===== src/adc_wc_pkg.sv =====
// Package: register offsets, field layouts, reset values and select codes for the converter control block
package adc_wc_pkg;
   localparam logic [7:0] OFS_INPUT_SELECT   = 8'hBB;
   localparam logic [7:0] OFS_BELOW_LOW      = 8'hC5;
   localparam logic [7:0] OFS_BELOW_HIGH     = 8'hC6;
   localparam logic [7:0] OFS_ABOVE_LOW      = 8'hC3;
   localparam logic [7:0] OFS_ABOVE_HIGH     = 8'hC4;
   localparam logic [7:0] OFS_REF_CONTROL    = 8'hD1;
   localparam logic [7:0] OFS_WINDOW_STATUS  = 8'hE8;

   localparam logic [5:0] RST_INPUT_SELECT   = 6'h3F;
   localparam logic [7:0] RST_BYTE           = 8'h00;
   localparam logic [3:0] RST_REF_CONTROL    = 4'h0;
   localparam logic [3:0] REF_WRITE_MASK     = 4'hF;

   localparam int         TEMP_SENSOR_ENABLE_BIT          = 2;
   localparam int         FLAG_BIT           = 0;
   localparam int         HIGH_BITS          = 4;
   localparam int         WORD_BITS          = 12;

   localparam logic [5:0] CODE_LAST_PIN      = 6'h1F;
   localparam logic [5:0] CODE_FIRST_MID     = 6'h12;
   localparam logic [5:0] CODE_FIRST_UPPER   = 6'h19;
   localparam logic [5:0] CODE_TEMP_SENSOR   = 6'h30;
   localparam logic [5:0] CODE_SUPPLY        = 6'h31;
   localparam logic [5:0] CODE_FIRST_GROUND  = 6'h32;

   localparam logic [1:0] PKG_SMALL          = 2'h0;
   localparam logic [1:0] PKG_MID            = 2'h1;
   localparam logic [1:0] PKG_LARGE          = 2'h2;

   typedef enum logic [2:0] {
      SRC_GROUND  = 3'b000,
      SRC_PIN     = 3'b001,
      SRC_TEMP    = 3'b010,
      SRC_SUPPLY  = 3'b011,
      SRC_NONE    = 3'b100
   } source_t;
endpackage : adc_wc_pkg


===== src/input_select_decode.sv =====
// Decoder from the positive input code to the analog source routed to the converter
module input_select_decode (
   input  wire logic [5:0]  i_positive_input_code,
   input  wire logic [1:0]  i_package_variant,
   output adc_wc_pkg::source_t o_source,
   output logic      [31:0] o_pin_select_onehot
);
   logic pin_bonded;

   always_comb begin
      pin_bonded = 1'b1;
      if (i_positive_input_code >= adc_wc_pkg::CODE_FIRST_UPPER) begin
         pin_bonded = (i_package_variant == adc_wc_pkg::PKG_LARGE);
      end else if (i_positive_input_code >= adc_wc_pkg::CODE_FIRST_MID) begin
         pin_bonded = (i_package_variant != adc_wc_pkg::PKG_SMALL);
      end
   end

   always_comb begin
      o_pin_select_onehot = 32'h0000_0000;
      if (i_positive_input_code <= adc_wc_pkg::CODE_LAST_PIN) begin
         if (pin_bonded) begin
            o_source = adc_wc_pkg::SRC_PIN;
            o_pin_select_onehot[i_positive_input_code[4:0]] = 1'b1;
         end else begin
            o_source = adc_wc_pkg::SRC_NONE;
         end
      end else if (i_positive_input_code < adc_wc_pkg::CODE_TEMP_SENSOR) begin
         o_source = adc_wc_pkg::SRC_NONE;
      end else if (i_positive_input_code == adc_wc_pkg::CODE_TEMP_SENSOR) begin
         o_source = adc_wc_pkg::SRC_TEMP;
      end else if (i_positive_input_code == adc_wc_pkg::CODE_SUPPLY) begin
         o_source = adc_wc_pkg::SRC_SUPPLY;
      end else begin
         o_source = adc_wc_pkg::SRC_GROUND;
      end
   end
endmodule // input_select_decode


===== src/adc_window_compare.sv =====
// Window comparator, input multiplexer select and sensor enable with byte-wide register access
// Functional notes
// - Below-threshold low byte register, read-write, cleared at reset.
// - Below-threshold high byte register, cleared at reset, forms upper threshold bits.
// - Inside window: flag when word above lower bound and below upper bound.
// - Outside window: flag when word below above-threshold or above below-threshold.
// - Conversion words and thresholds compare as unsigned 12-bit integers.
// - Codes 0-31 select port pins in order; 32-47 are reserved.
// - Upper two bits of input select read zero and ignore writes.
// - Temperature sensor code routes the sensor to the positive input.
// - Pins, sensor, supply, ground offered; codes from first ground code select ground.
// - Every input is single-ended against ground; no differential pairs.
// - Higher pin codes connect only on package variants bonding those pins.
// - Sensor enable is reference control bit 2, read-write, cleared at reset.
module adc_window_compare (
   input  wire logic        i_core_clk,
   input  wire logic        i_rst_n,
   input  wire logic [7:0]  i_reg_addr,
   input  wire logic [7:0]  i_reg_wdata,
   input  wire logic        i_reg_wr,
   input  wire logic        i_reg_rd,
   input  wire logic [11:0] i_conversion_word,
   input  wire logic        i_conversion_done,
   input  wire logic [1:0]  i_package_variant,
   output logic      [7:0]  o_reg_rdata,
   output logic             o_window_match_flag,
   output logic      [5:0]  o_positive_input_code,
   output logic      [2:0]  o_input_source,
   output logic      [31:0] o_pin_select_onehot,
   output logic             o_negative_input_ground,
   output logic             o_temp_sensor_enable,
   output logic      [3:0]  o_reference_control
);
   logic [5:0]  input_select_r;
   logic [7:0]  below_low_r;
   logic [7:0]  below_high_r;
   logic [7:0]  above_low_r;
   logic [7:0]  above_high_r;
   logic [3:0]  ref_control_r;
   logic        flag_r;
   logic [7:0]  rdata_r;
   logic [7:0]  rdata_nxt;
   logic        flag_nxt;
   logic        inside_hit;
   logic        outside_hit;
   logic        wr_bl;
   logic        wr_bh;
   logic        wr_al;
   logic        wr_ah;
   logic [11:0] below_word;
   logic [11:0] above_word;
   logic        inside_mode;
   logic        window_hit;
   logic        flag_clear;
   adc_wc_pkg::source_t source;

   wire sel_input = (i_reg_addr == adc_wc_pkg::OFS_INPUT_SELECT);
   wire sel_bl    = (i_reg_addr == adc_wc_pkg::OFS_BELOW_LOW);
   wire sel_bh    = (i_reg_addr == adc_wc_pkg::OFS_BELOW_HIGH);
   wire sel_al    = (i_reg_addr == adc_wc_pkg::OFS_ABOVE_LOW);
   wire sel_ah    = (i_reg_addr == adc_wc_pkg::OFS_ABOVE_HIGH);
   wire sel_ref   = (i_reg_addr == adc_wc_pkg::OFS_REF_CONTROL);
   wire sel_stat  = (i_reg_addr == adc_wc_pkg::OFS_WINDOW_STATUS);

   // One write strobe per threshold byte keeps each update block to its own concern
   assign wr_bl = i_reg_wr && sel_bl;
   assign wr_bh = i_reg_wr && sel_bh;
   assign wr_al = i_reg_wr && sel_al;
   assign wr_ah = i_reg_wr && sel_ah;

   always_ff @(posedge i_core_clk or negedge i_rst_n) begin
      if (!i_rst_n) begin
         input_select_r <= adc_wc_pkg::RST_INPUT_SELECT;
      end else if (i_reg_wr && sel_input) begin
         input_select_r <= i_reg_wdata[5:0];
      end
   end

   always_ff @(posedge i_core_clk or negedge i_rst_n) begin
      if (!i_rst_n) begin
         below_low_r <= adc_wc_pkg::RST_BYTE;
      end else if (wr_bl) begin
         below_low_r <= i_reg_wdata;
      end
   end

   always_ff @(posedge i_core_clk or negedge i_rst_n) begin
      if (!i_rst_n) begin
         below_high_r <= adc_wc_pkg::RST_BYTE;
      end else if (wr_bh) begin
         below_high_r <= i_reg_wdata;
      end
   end

   always_ff @(posedge i_core_clk or negedge i_rst_n) begin
      if (!i_rst_n) begin
         above_low_r <= adc_wc_pkg::RST_BYTE;
      end else if (wr_al) begin
         above_low_r <= i_reg_wdata;
      end
   end

   always_ff @(posedge i_core_clk or negedge i_rst_n) begin
      if (!i_rst_n) begin
         above_high_r <= adc_wc_pkg::RST_BYTE;
      end else if (wr_ah) begin
         above_high_r <= i_reg_wdata;
      end
   end

   // Only the writable low nibble is held; the upper bits read as zero
   always_ff @(posedge i_core_clk or negedge i_rst_n) begin
      if (!i_rst_n) begin
         ref_control_r <= adc_wc_pkg::RST_REF_CONTROL;
      end else if (i_reg_wr && sel_ref) begin
         ref_control_r <= i_reg_wdata[3:0] & adc_wc_pkg::REF_WRITE_MASK;
      end
   end

   // Right-justified 12-bit words: only the low nibble of each high byte counts
   assign below_word  = {below_high_r[adc_wc_pkg::HIGH_BITS-1:0], below_low_r};
   assign above_word  = {above_high_r[adc_wc_pkg::HIGH_BITS-1:0], above_low_r};
   assign inside_mode = (below_word > above_word);

   assign inside_hit  = (i_conversion_word > above_word) && (i_conversion_word < below_word);
   assign outside_hit = (i_conversion_word < above_word) || (i_conversion_word > below_word);

   always_comb begin
      if (inside_mode) begin
         window_hit = inside_hit;
      end else begin
         window_hit = outside_hit;
      end
   end

   // Writing zero to the flag bit clears it; a new hit in the same cycle wins
   assign flag_clear = i_reg_wr && sel_stat && !i_reg_wdata[adc_wc_pkg::FLAG_BIT];

   always_comb begin
      flag_nxt = flag_r;
      if (flag_clear) begin
         flag_nxt = 1'b0;
      end
      // The set comes last so a hit in the clear cycle is never lost
      if (i_conversion_done && window_hit) begin
         flag_nxt = 1'b1;
      end
   end

   always_ff @(posedge i_core_clk or negedge i_rst_n) begin
      if (!i_rst_n) begin
         flag_r <= 1'b0;
      end else begin
         flag_r <= flag_nxt;
      end
   end

   // Unmapped addresses read zero
   always_comb begin
      rdata_nxt = adc_wc_pkg::RST_BYTE;
      case (1'b1)
         sel_input: begin
            rdata_nxt = {2'b00, input_select_r};
         end
         sel_bl: begin
            rdata_nxt = below_low_r;
         end
         sel_bh: begin
            rdata_nxt = below_high_r;
         end
         sel_al: begin
            rdata_nxt = above_low_r;
         end
         sel_ah: begin
            rdata_nxt = above_high_r;
         end
         sel_ref: begin
            rdata_nxt = {4'h0, ref_control_r};
         end
         sel_stat: begin
            rdata_nxt = {7'h00, flag_r};
         end
         default: begin
            rdata_nxt = adc_wc_pkg::RST_BYTE;
         end
      endcase
   end

   // Read data holds until the next read strobe
   always_ff @(posedge i_core_clk or negedge i_rst_n) begin
      if (!i_rst_n) begin
         rdata_r <= adc_wc_pkg::RST_BYTE;
      end else if (i_reg_rd) begin
         rdata_r <= rdata_nxt;
      end
   end

   input_select_decode u_decode (
      .i_positive_input_code (input_select_r),
      .i_package_variant     (i_package_variant),
      .o_source              (source),
      .o_pin_select_onehot   (o_pin_select_onehot)
   );

   // Sensor channel is routed regardless of enable; software must enable it first
   assign o_temp_sensor_enable    = ref_control_r[adc_wc_pkg::TEMP_SENSOR_ENABLE_BIT];
   assign o_negative_input_ground = 1'b1;
   assign o_input_source          = source;
   assign o_positive_input_code   = input_select_r;
   assign o_reference_control     = ref_control_r;
   assign o_window_match_flag     = flag_r;
   assign o_reg_rdata             = rdata_r;
endmodule // adc_window_compare


===== config.mk =====
export PLATFORM = sky130hd
export DESIGN_NAME = adc_window_compare
export DESIGN_NICKNAME = d
export VERILOG_FILES = /design/src/adc_wc_pkg.sv /design/src/input_select_decode.sv /design/src/adc_window_compare.sv
export SDC_FILE = /design/constraint.sdc
export NUM_CORES = 1
export LEC_CHECK = 0
export BUFFER_PORTS_ARGS = -buffer_cell sky130_fd_sc_hd__buf_4
export CAP_MARGIN = 20
export CELL_PAD_IN_SITES_DETAIL_PLACEMENT = 1
export CELL_PAD_IN_SITES_GLOBAL_PLACEMENT = 1
export CORE_MARGIN = 2
export CORE_UTILIZATION = 40
export CTS_CLUSTER_DIAMETER = 60
export DETAILED_ROUTE_END_ITERATION = 6
export HOLD_SLACK_MARGIN = 0.1
export PLACE_DENSITY = 0.86
export REMOVE_ABC_BUFFERS = 1
export SLEW_MARGIN = 20
export SYNTH_ARGS = -nofsm -noshare
export SYNTH_HDL_FRONTEND = slang
export SYNTH_HIERARCHICAL = 1
export SYNTH_SLANG_ARGS = --single-unit

===== constraint.sdc =====
create_clock -name i_core_clk -period 4.5 [get_ports i_core_clk]
set_input_delay 0.45 -clock i_core_clk [delete_from_list [all_inputs] [get_ports i_core_clk]]
set_output_delay 0.45 -clock i_core_clk [all_outputs]
set_load 0.01 [all_outputs]

======== After elaboration in Yosys (flattened, before gate mapping) ========
Index checks and enable logic that the tools add are counted.
storage, ports and cells
  bits in registers ....................... 51
  output and inout port bits .............. 56
operators by class
  $lt $le $gt $ge ......................... 11
  eq/ne operators ......................... 10
  mux-type cells .......................... 21
  reductions and logical operators ........ 15
operator list
  cell                                                                               number
  32-bit 2-to-1 mux                                                                  2
  8-bit == test (second input constant)                                              7
  8-bit 2-to-1 mux                                                                   5
  12-bit greater-than comparator                                                     3
  12-bit less-than comparator                                                        2
  6-bit == test (second input constant)                                              2
  6-bit by 5-bit >= comparator with 1-bit output (second input constant)             2
  3-bit 2-to-1 mux                                                                   4
  1-bit logical AND                                                                  11
  1-bit 2-to-1 mux                                                                   7
  6-bit by 5-bit less-or-equal comparator with 1-bit output (second input constant)  1
  5-bit by 6-bit less-than comparator with 1-bit output (second input constant)      1
  6-bit less-than comparator (second input constant)                                 1
  1-bit demux with 5-bit select                                                      1
  5-bit by 1-bit >= comparator with 1-bit output (second input constant)             1
  4-bit 2-to-1 mux                                                                   1
  2-bit nonzero test                                                                 2
  2-bit == test (second input constant)                                              1
  2-bit 2-to-1 mux                                                                   1
  1-bit zero test                                                                    1
  1-bit logical OR                                                                   1

======== Depth between registers and ports, before layout ========
  word-level depth ........................ 8
  depth in mapped cells ................... 8

======== Cells and area by module ========
Netlist, hierarchy kept.
by module, submodules not included
  module               times used  cells each  area each (µm²)
  adc_window_compare   1           320         3,286.9
  input_select_decode  1           71          396.6

======== Worst setup path before layout ========
Ideal clock, no wire load.
  path kind ............................... register to register
  start point ............................. register below_low_r[7]
  end point ............................... register flag_r, in the netlist o_window_match_flag
  library setup time ...................... 120 ps
  arrival time ............................ 1,933 ps
  setup slack ............................. 2,446 ps
  stages on the path, launching flop included .. 8
  path buffers ............................ 0
  period minus slack after synthesis ...... 2,054 ps
  cells stage by stage .................... dfrtp_1 > ha_1 > and3_1 > a221o_1 > a221oi_1 > nand2_1 > a41o_1 > a31o_2
between the ends
  cells in the longest elaborated chain, start to end .. 5
RTL lines
  what                                                                                  line                                                  RTL
  start, declared                                                                       adc_window_compare.sv:35                              logic [7:0] below_low_r;
  start signal, assigned                                                                adc_window_compare.sv:81                              below_low_r <= adc_wc_pkg::RST_BYTE;
  start signal, assigned                                                                adc_window_compare.sv:83                              below_low_r <= i_reg_wdata;
  12-bit greater-than comparator / 12-bit less-than comparator (equally long branches)  adc_window_compare.sv:126, adc_window_compare.sv:125
  1-bit logical OR / 1-bit logical AND (equally long branches)                          adc_window_compare.sv:126, adc_window_compare.sv:125
  1-bit 2-to-1 mux (*)                                                                  adc_window_compare.sv:129                             if (inside_mode) begin
  1-bit logical AND (*)                                                                 adc_window_compare.sv:145                             if (i_conversion_done && window_hit) begin
  1-bit 2-to-1 mux / 2-bit nonzero test (equally long branches)                         n/a
  end signal, assigned                                                                  adc_window_compare.sv:154                             flag_r <= flag_nxt;
  end, declared                                                                         adc_window_compare.sv:40                              logic flag_r;
Mark *: on every way between the ends. The rest lies on a longest branch, timed or not.
A chain may end at the register's enable or synchronous reset.

======== Worst setup path in the final report ========
  start point ............................. register input_select_r[1], in the netlist o_positive_input_code[1]
  end point ............................... output port o_input_source[2]
between the ends
  cells in the longest elaborated chain, start to end .. 5
RTL lines
  what                                            line                       RTL
  start, declared                                 adc_window_compare.sv:34   logic [5:0] input_select_r;
  start signal, assigned                          adc_window_compare.sv:73   input_select_r <= adc_wc_pkg::RST_INPUT_SELECT;
  start signal, assigned                          adc_window_compare.sv:75   input_select_r <= i_reg_wdata[5:0];
  6-bit by 5-bit >= comparator with 1-bit output  input_select_decode.sv:14  end else if (i_positive_input_code >= adc_wc_pkg::CODE_FIRST_MID) begin
  1-bit 2-to-1 mux                                input_select_decode.sv:14
  1-bit 2-to-1 mux                                input_select_decode.sv:12  if (i_positive_input_code >= adc_wc_pkg::CODE_FIRST_UPPER) begin
  3-bit 2-to-1 mux                                input_select_decode.sv:22  if (pin_bonded) begin
  3-bit 2-to-1 mux (*)                            input_select_decode.sv:21  if (i_positive_input_code <= adc_wc_pkg::CODE_LAST_PIN) begin
  end, declared                                   adc_window_compare.sv:28   output logic [2:0] o_input_source,
Marks and branches as above.

==> metrics <==
outcome finished clean; Tmin final 2.55 ns; cell internal power dissipation a little under 0.8 mW; type of destination of the critical path primary output; hold_buf cts 0; I/O pin total 91; vias per cell 5.91; Final #Nets about 540; peak fanout along the critical path 14; layout cells sized above 1 31.3%; DIE WIDTH 100 um; Antenna diodes 0; clock network latency to the later pin of the worst-skew pair 0.32 ns; number of warnings printed during yosys synthesis 6; number of global-route vias before repair 3,584; max frequency 392 MHz; drt first pass iters 4; Iter 0 DRT Violations between 150 and 200; total number of vias around 3,400; wire length of the first global-routing pass 18,800 um; clock-pin slew on the worst setup and hold paths 0.11 ns; depth of the CTS H-tree 2; data required time at the worst endpoint ~4.1 ns; Post-Route Skew 0.0160 ns; number of buffers and inverters on the critical path 1; Fin Hold WS 0.146 ns; floorplan die height 100 um; peak per-stage delay on the critical path 0.72 ns; post-layout utilization of the core roughly 50%; CTS tree done; Num CTS Buffers 5; share of flip-flops with an asynchronous set or reset after synthesis between 90% and 100%; root cell of the clock tree sky130_fd_sc_hd__clkbuf_8; actual slew at the worst max-slew pin roughly 0.75 ns; Reg power frac between 40% and 50%; Core Area 9060 um2; Setup TNS 0 ns; number of library cell types mapped by synthesis 59; number of buffers inserted to repair setup after CTS 0; number of placement rows 35; reported net switching power approximately 0.32 mW; Max transition margin between 50% and 60%; number of synthesized register bits 51; area of combinational cells with multiple inputs 2180 um2; Syn-to-layout area delta 22.6%; placer congestion estimate 0.894; die outline area ~10000 um2; cell chain of the critical path o21bai_1 -> a2111oi_4 -> mux2_1 -> buf_4; sinks on the clock net 51; Initial Utilization 40.6%; remaining antenna violation count 0; Filler Cells Inserted 1,057; remaining global-route overflow 0; final routed wire length divided by cell count 19.9 um; worst-case clock buffer depth 2; type of the worst min-delay path input pin to asynchronous set/reset pin; wirelength, routed 11,500 um; combined global-route utilization of all metal layers 23.8%; DRC violation count after routing 0; commonest non-fill, non-tap cell in the layout sky130_fd_sc_hd__buf_4; RSZ-0062 raised after global routing false; critical path startpoint category register; top library cells by usage in the layout, fill and taps aside sky130_fd_sc_hd__buf_4 (89), sky130_fd_sc_hd__dfrtp_1 (45), sky130_fd_sc_hd__ha_1 (36); Synth Cell Area 3680 um2; share of synthesized area occupied by flip-flops and latches 34.9%; Data arrival, critical path around 2.1 ns; Clk pwr share ~32%; gate count of the mapped netlist 391; Period Utilization, post-route 56.6%; final count of negative-setup-slack endpoints 0; Most used DFF post-synth sky130_fd_sc_hd__dfrtp_1; max-slew violation total from the final report 0; leakage power of the design 2.13 nW; Cell Pwr Density 242 nW/um2; combinational power share 21.0%; max-capacitance violation count 0; cell family with most CP delay flip-flops; antenna violations before repair 0; IR Drop Worst-Case VDD 161 uV; number of flops mapped to enable cells by yosys 0; sw frac 29.5%; HPWL reported at the end of detailed placement between 9000 and 10,000 um; Placement Cell Area around 4400 um2; area used by sequential logic in the layout 1280 um2; Hold Fails Final Rpt 0; pin count of the biggest net entering global routing between 50 and 60; count of input and output buffers 89; total of cells resized after clock tree synthesis 0; post-route standard cell area excluding fillers approximately 4500 um2; Crit Path Class register to primary output; master of the slowest instance on the critical path sky130_fd_sc_hd__dfstp_2; Avg Synthesized Cell Area between 9 and 10 um2
-- cell type report --
class	count	area share [%]
Sequential cell	51	28.4
Clock buffer	6	1.83
Timing Repair Buffer	89	14.8
Tap cell	111	3.08
Clock inverter	2	0.859
Inverter	33	2.74
Multi-Input combinational cell	288	48.3
-- stage by stage --
step | instances | setup slack (ns) | total power [mW]
2_1_floorplan | 372 | 2.43 | 0.630
3_3_place_gp | 572 | 2.12 | 0.731
3_5_place_dp | 572 | 2.00 | 0.748
4_1_cts | 580 | 1.95 | 1.09
5_1_grt | 580 | 1.86 | 1.14
6_report | 580 | 1.95 | 1.09
-- cells in the mapped netlist, types with 2 or more instances --
cell type	n	area (um2)
sky130_fd_sc_hd__o21bai_1	2	15.0
sky130_fd_sc_hd__mux2_2	26	293
sky130_fd_sc_hd__o31ai_1	2	15.0
sky130_fd_sc_hd__nor2b_1	10	62.6
sky130_fd_sc_hd__dfstp_2	6	158
sky130_fd_sc_hd__nor2_1	29	109
sky130_fd_sc_hd__a21oi_1	17	85.1
sky130_fd_sc_hd__or3_1	3	18.8
sky130_fd_sc_hd__nor4b_1	2	17.5
sky130_fd_sc_hd__a32oi_1	3	26.3
sky130_fd_sc_hd__clkbuf_1	8	30.0
sky130_fd_sc_hd__dfrtp_1	45	1130
sky130_fd_sc_hd__and4_1	2	17.5
sky130_fd_sc_hd__o21ai_0	29	145
sky130_fd_sc_hd__a41oi_1	2	17.5
sky130_fd_sc_hd__mux2_4	7	105
sky130_fd_sc_hd__ha_1	36	450
sky130_fd_sc_hd__buf_2	6	30.0
sky130_fd_sc_hd__buf_4	5	37.5
sky130_fd_sc_hd__o211ai_1	2	15.0
sky130_fd_sc_hd__nor3_1	9	45.0
sky130_fd_sc_hd__and4b_1	2	20.0
sky130_fd_sc_hd__a21o_1	5	37.5
sky130_fd_sc_hd__nand2_1	33	124
sky130_fd_sc_hd__a221oi_1	3	26.3
sky130_fd_sc_hd__nand3_1	6	30.0
sky130_fd_sc_hd__o2111ai_1	2	17.5
sky130_fd_sc_hd__a31oi_1	3	18.8
sky130_fd_sc_hd__and3_1	3	18.8
sky130_fd_sc_hd__nand2b_1	4	25.0
sky130_fd_sc_hd__nand4_1	9	56.3
sky130_fd_sc_hd__a22oi_1	4	30.0
sky130_fd_sc_hd__nor4b_4	2	47.6
sky130_fd_sc_hd__nor4_1	6	37.5
sky130_fd_sc_hd__inv_1	33	124
sky130_fd_sc_hd__nand2_2	2	12.5
-- state kept, by name, indices dropped and copies added (netlist names) --
signal,count
above_high_r,8
above_low_r,8
below_high_r,8
below_low_r,8
o_reg_rdata,8
o_positive_input_code,6
o_reference_control,4
o_window_match_flag,1
-- worst paths after layout --
check / startpoint / endpoint / slack (ns) / cells past startpoint
setup / recovery: o_positive_input_code[1]$_DFFE_PN1P_ / o_input_source[2] / 1.95 / 4
hold / removal: i_rst_n / below_low_r[4]$_DFFE_PN0P_ / 0.15 / 1
setup reg to reg: below_low_r[6]$_DFFE_PN0P_ / o_window_match_flag$_DFFE_PN0P_ / 2.18 / 7
hold reg to reg: above_high_r[4]$_DFFE_PN0P_ / above_high_r[4]$_DFFE_PN0P_ / 0.51 / 1
max in group asynchronous: i_rst_n / below_high_r[3]$_DFFE_PN0P_ / 3.88 / 1
min in group i_core_clk: i_reg_wdata[0] / below_high_r[0]$_DFFE_PN0P_ / 0.36 / 3
-- power by group through the flow --
stage	clock (mW)	sequential, mW	combinational [mW]
after floorplan	0	0.514	0.115
after global placement	0	0.519	0.212
after detailed placement	0	0.521	0.227
after CTS	0.352	0.512	0.229
after global routing	0.366	0.516	0.255
final	0.349	0.512	0.229
-- routing by layer --
| layer | GRT usage [%] | vias up | part of all wire, % | wire, um |
|---|---|---|---|---|
| li1 | - | 1573 | - | - |
| met1 | 30.9 | 1726 | 43 | 4920 |
| met2 | 40.7 | 102 | 50 | 5770 |
| met3 | 4.11 | 26 | 4.8 | 560 |
| met4 | 6.95 | 0 | 2.6 | 303 |
| met5 | 0 | - | 0 | 0 |
-- kinds of logic after synthesis --
logic type,synth area share [%]
compound gates,15.1
flops,34.9
other cells,0.102
mux,11.4
buf+inv,6.01
fa+ha+maj,12.2
simple gates,20.3
Power figures use the tool's default switching activity.
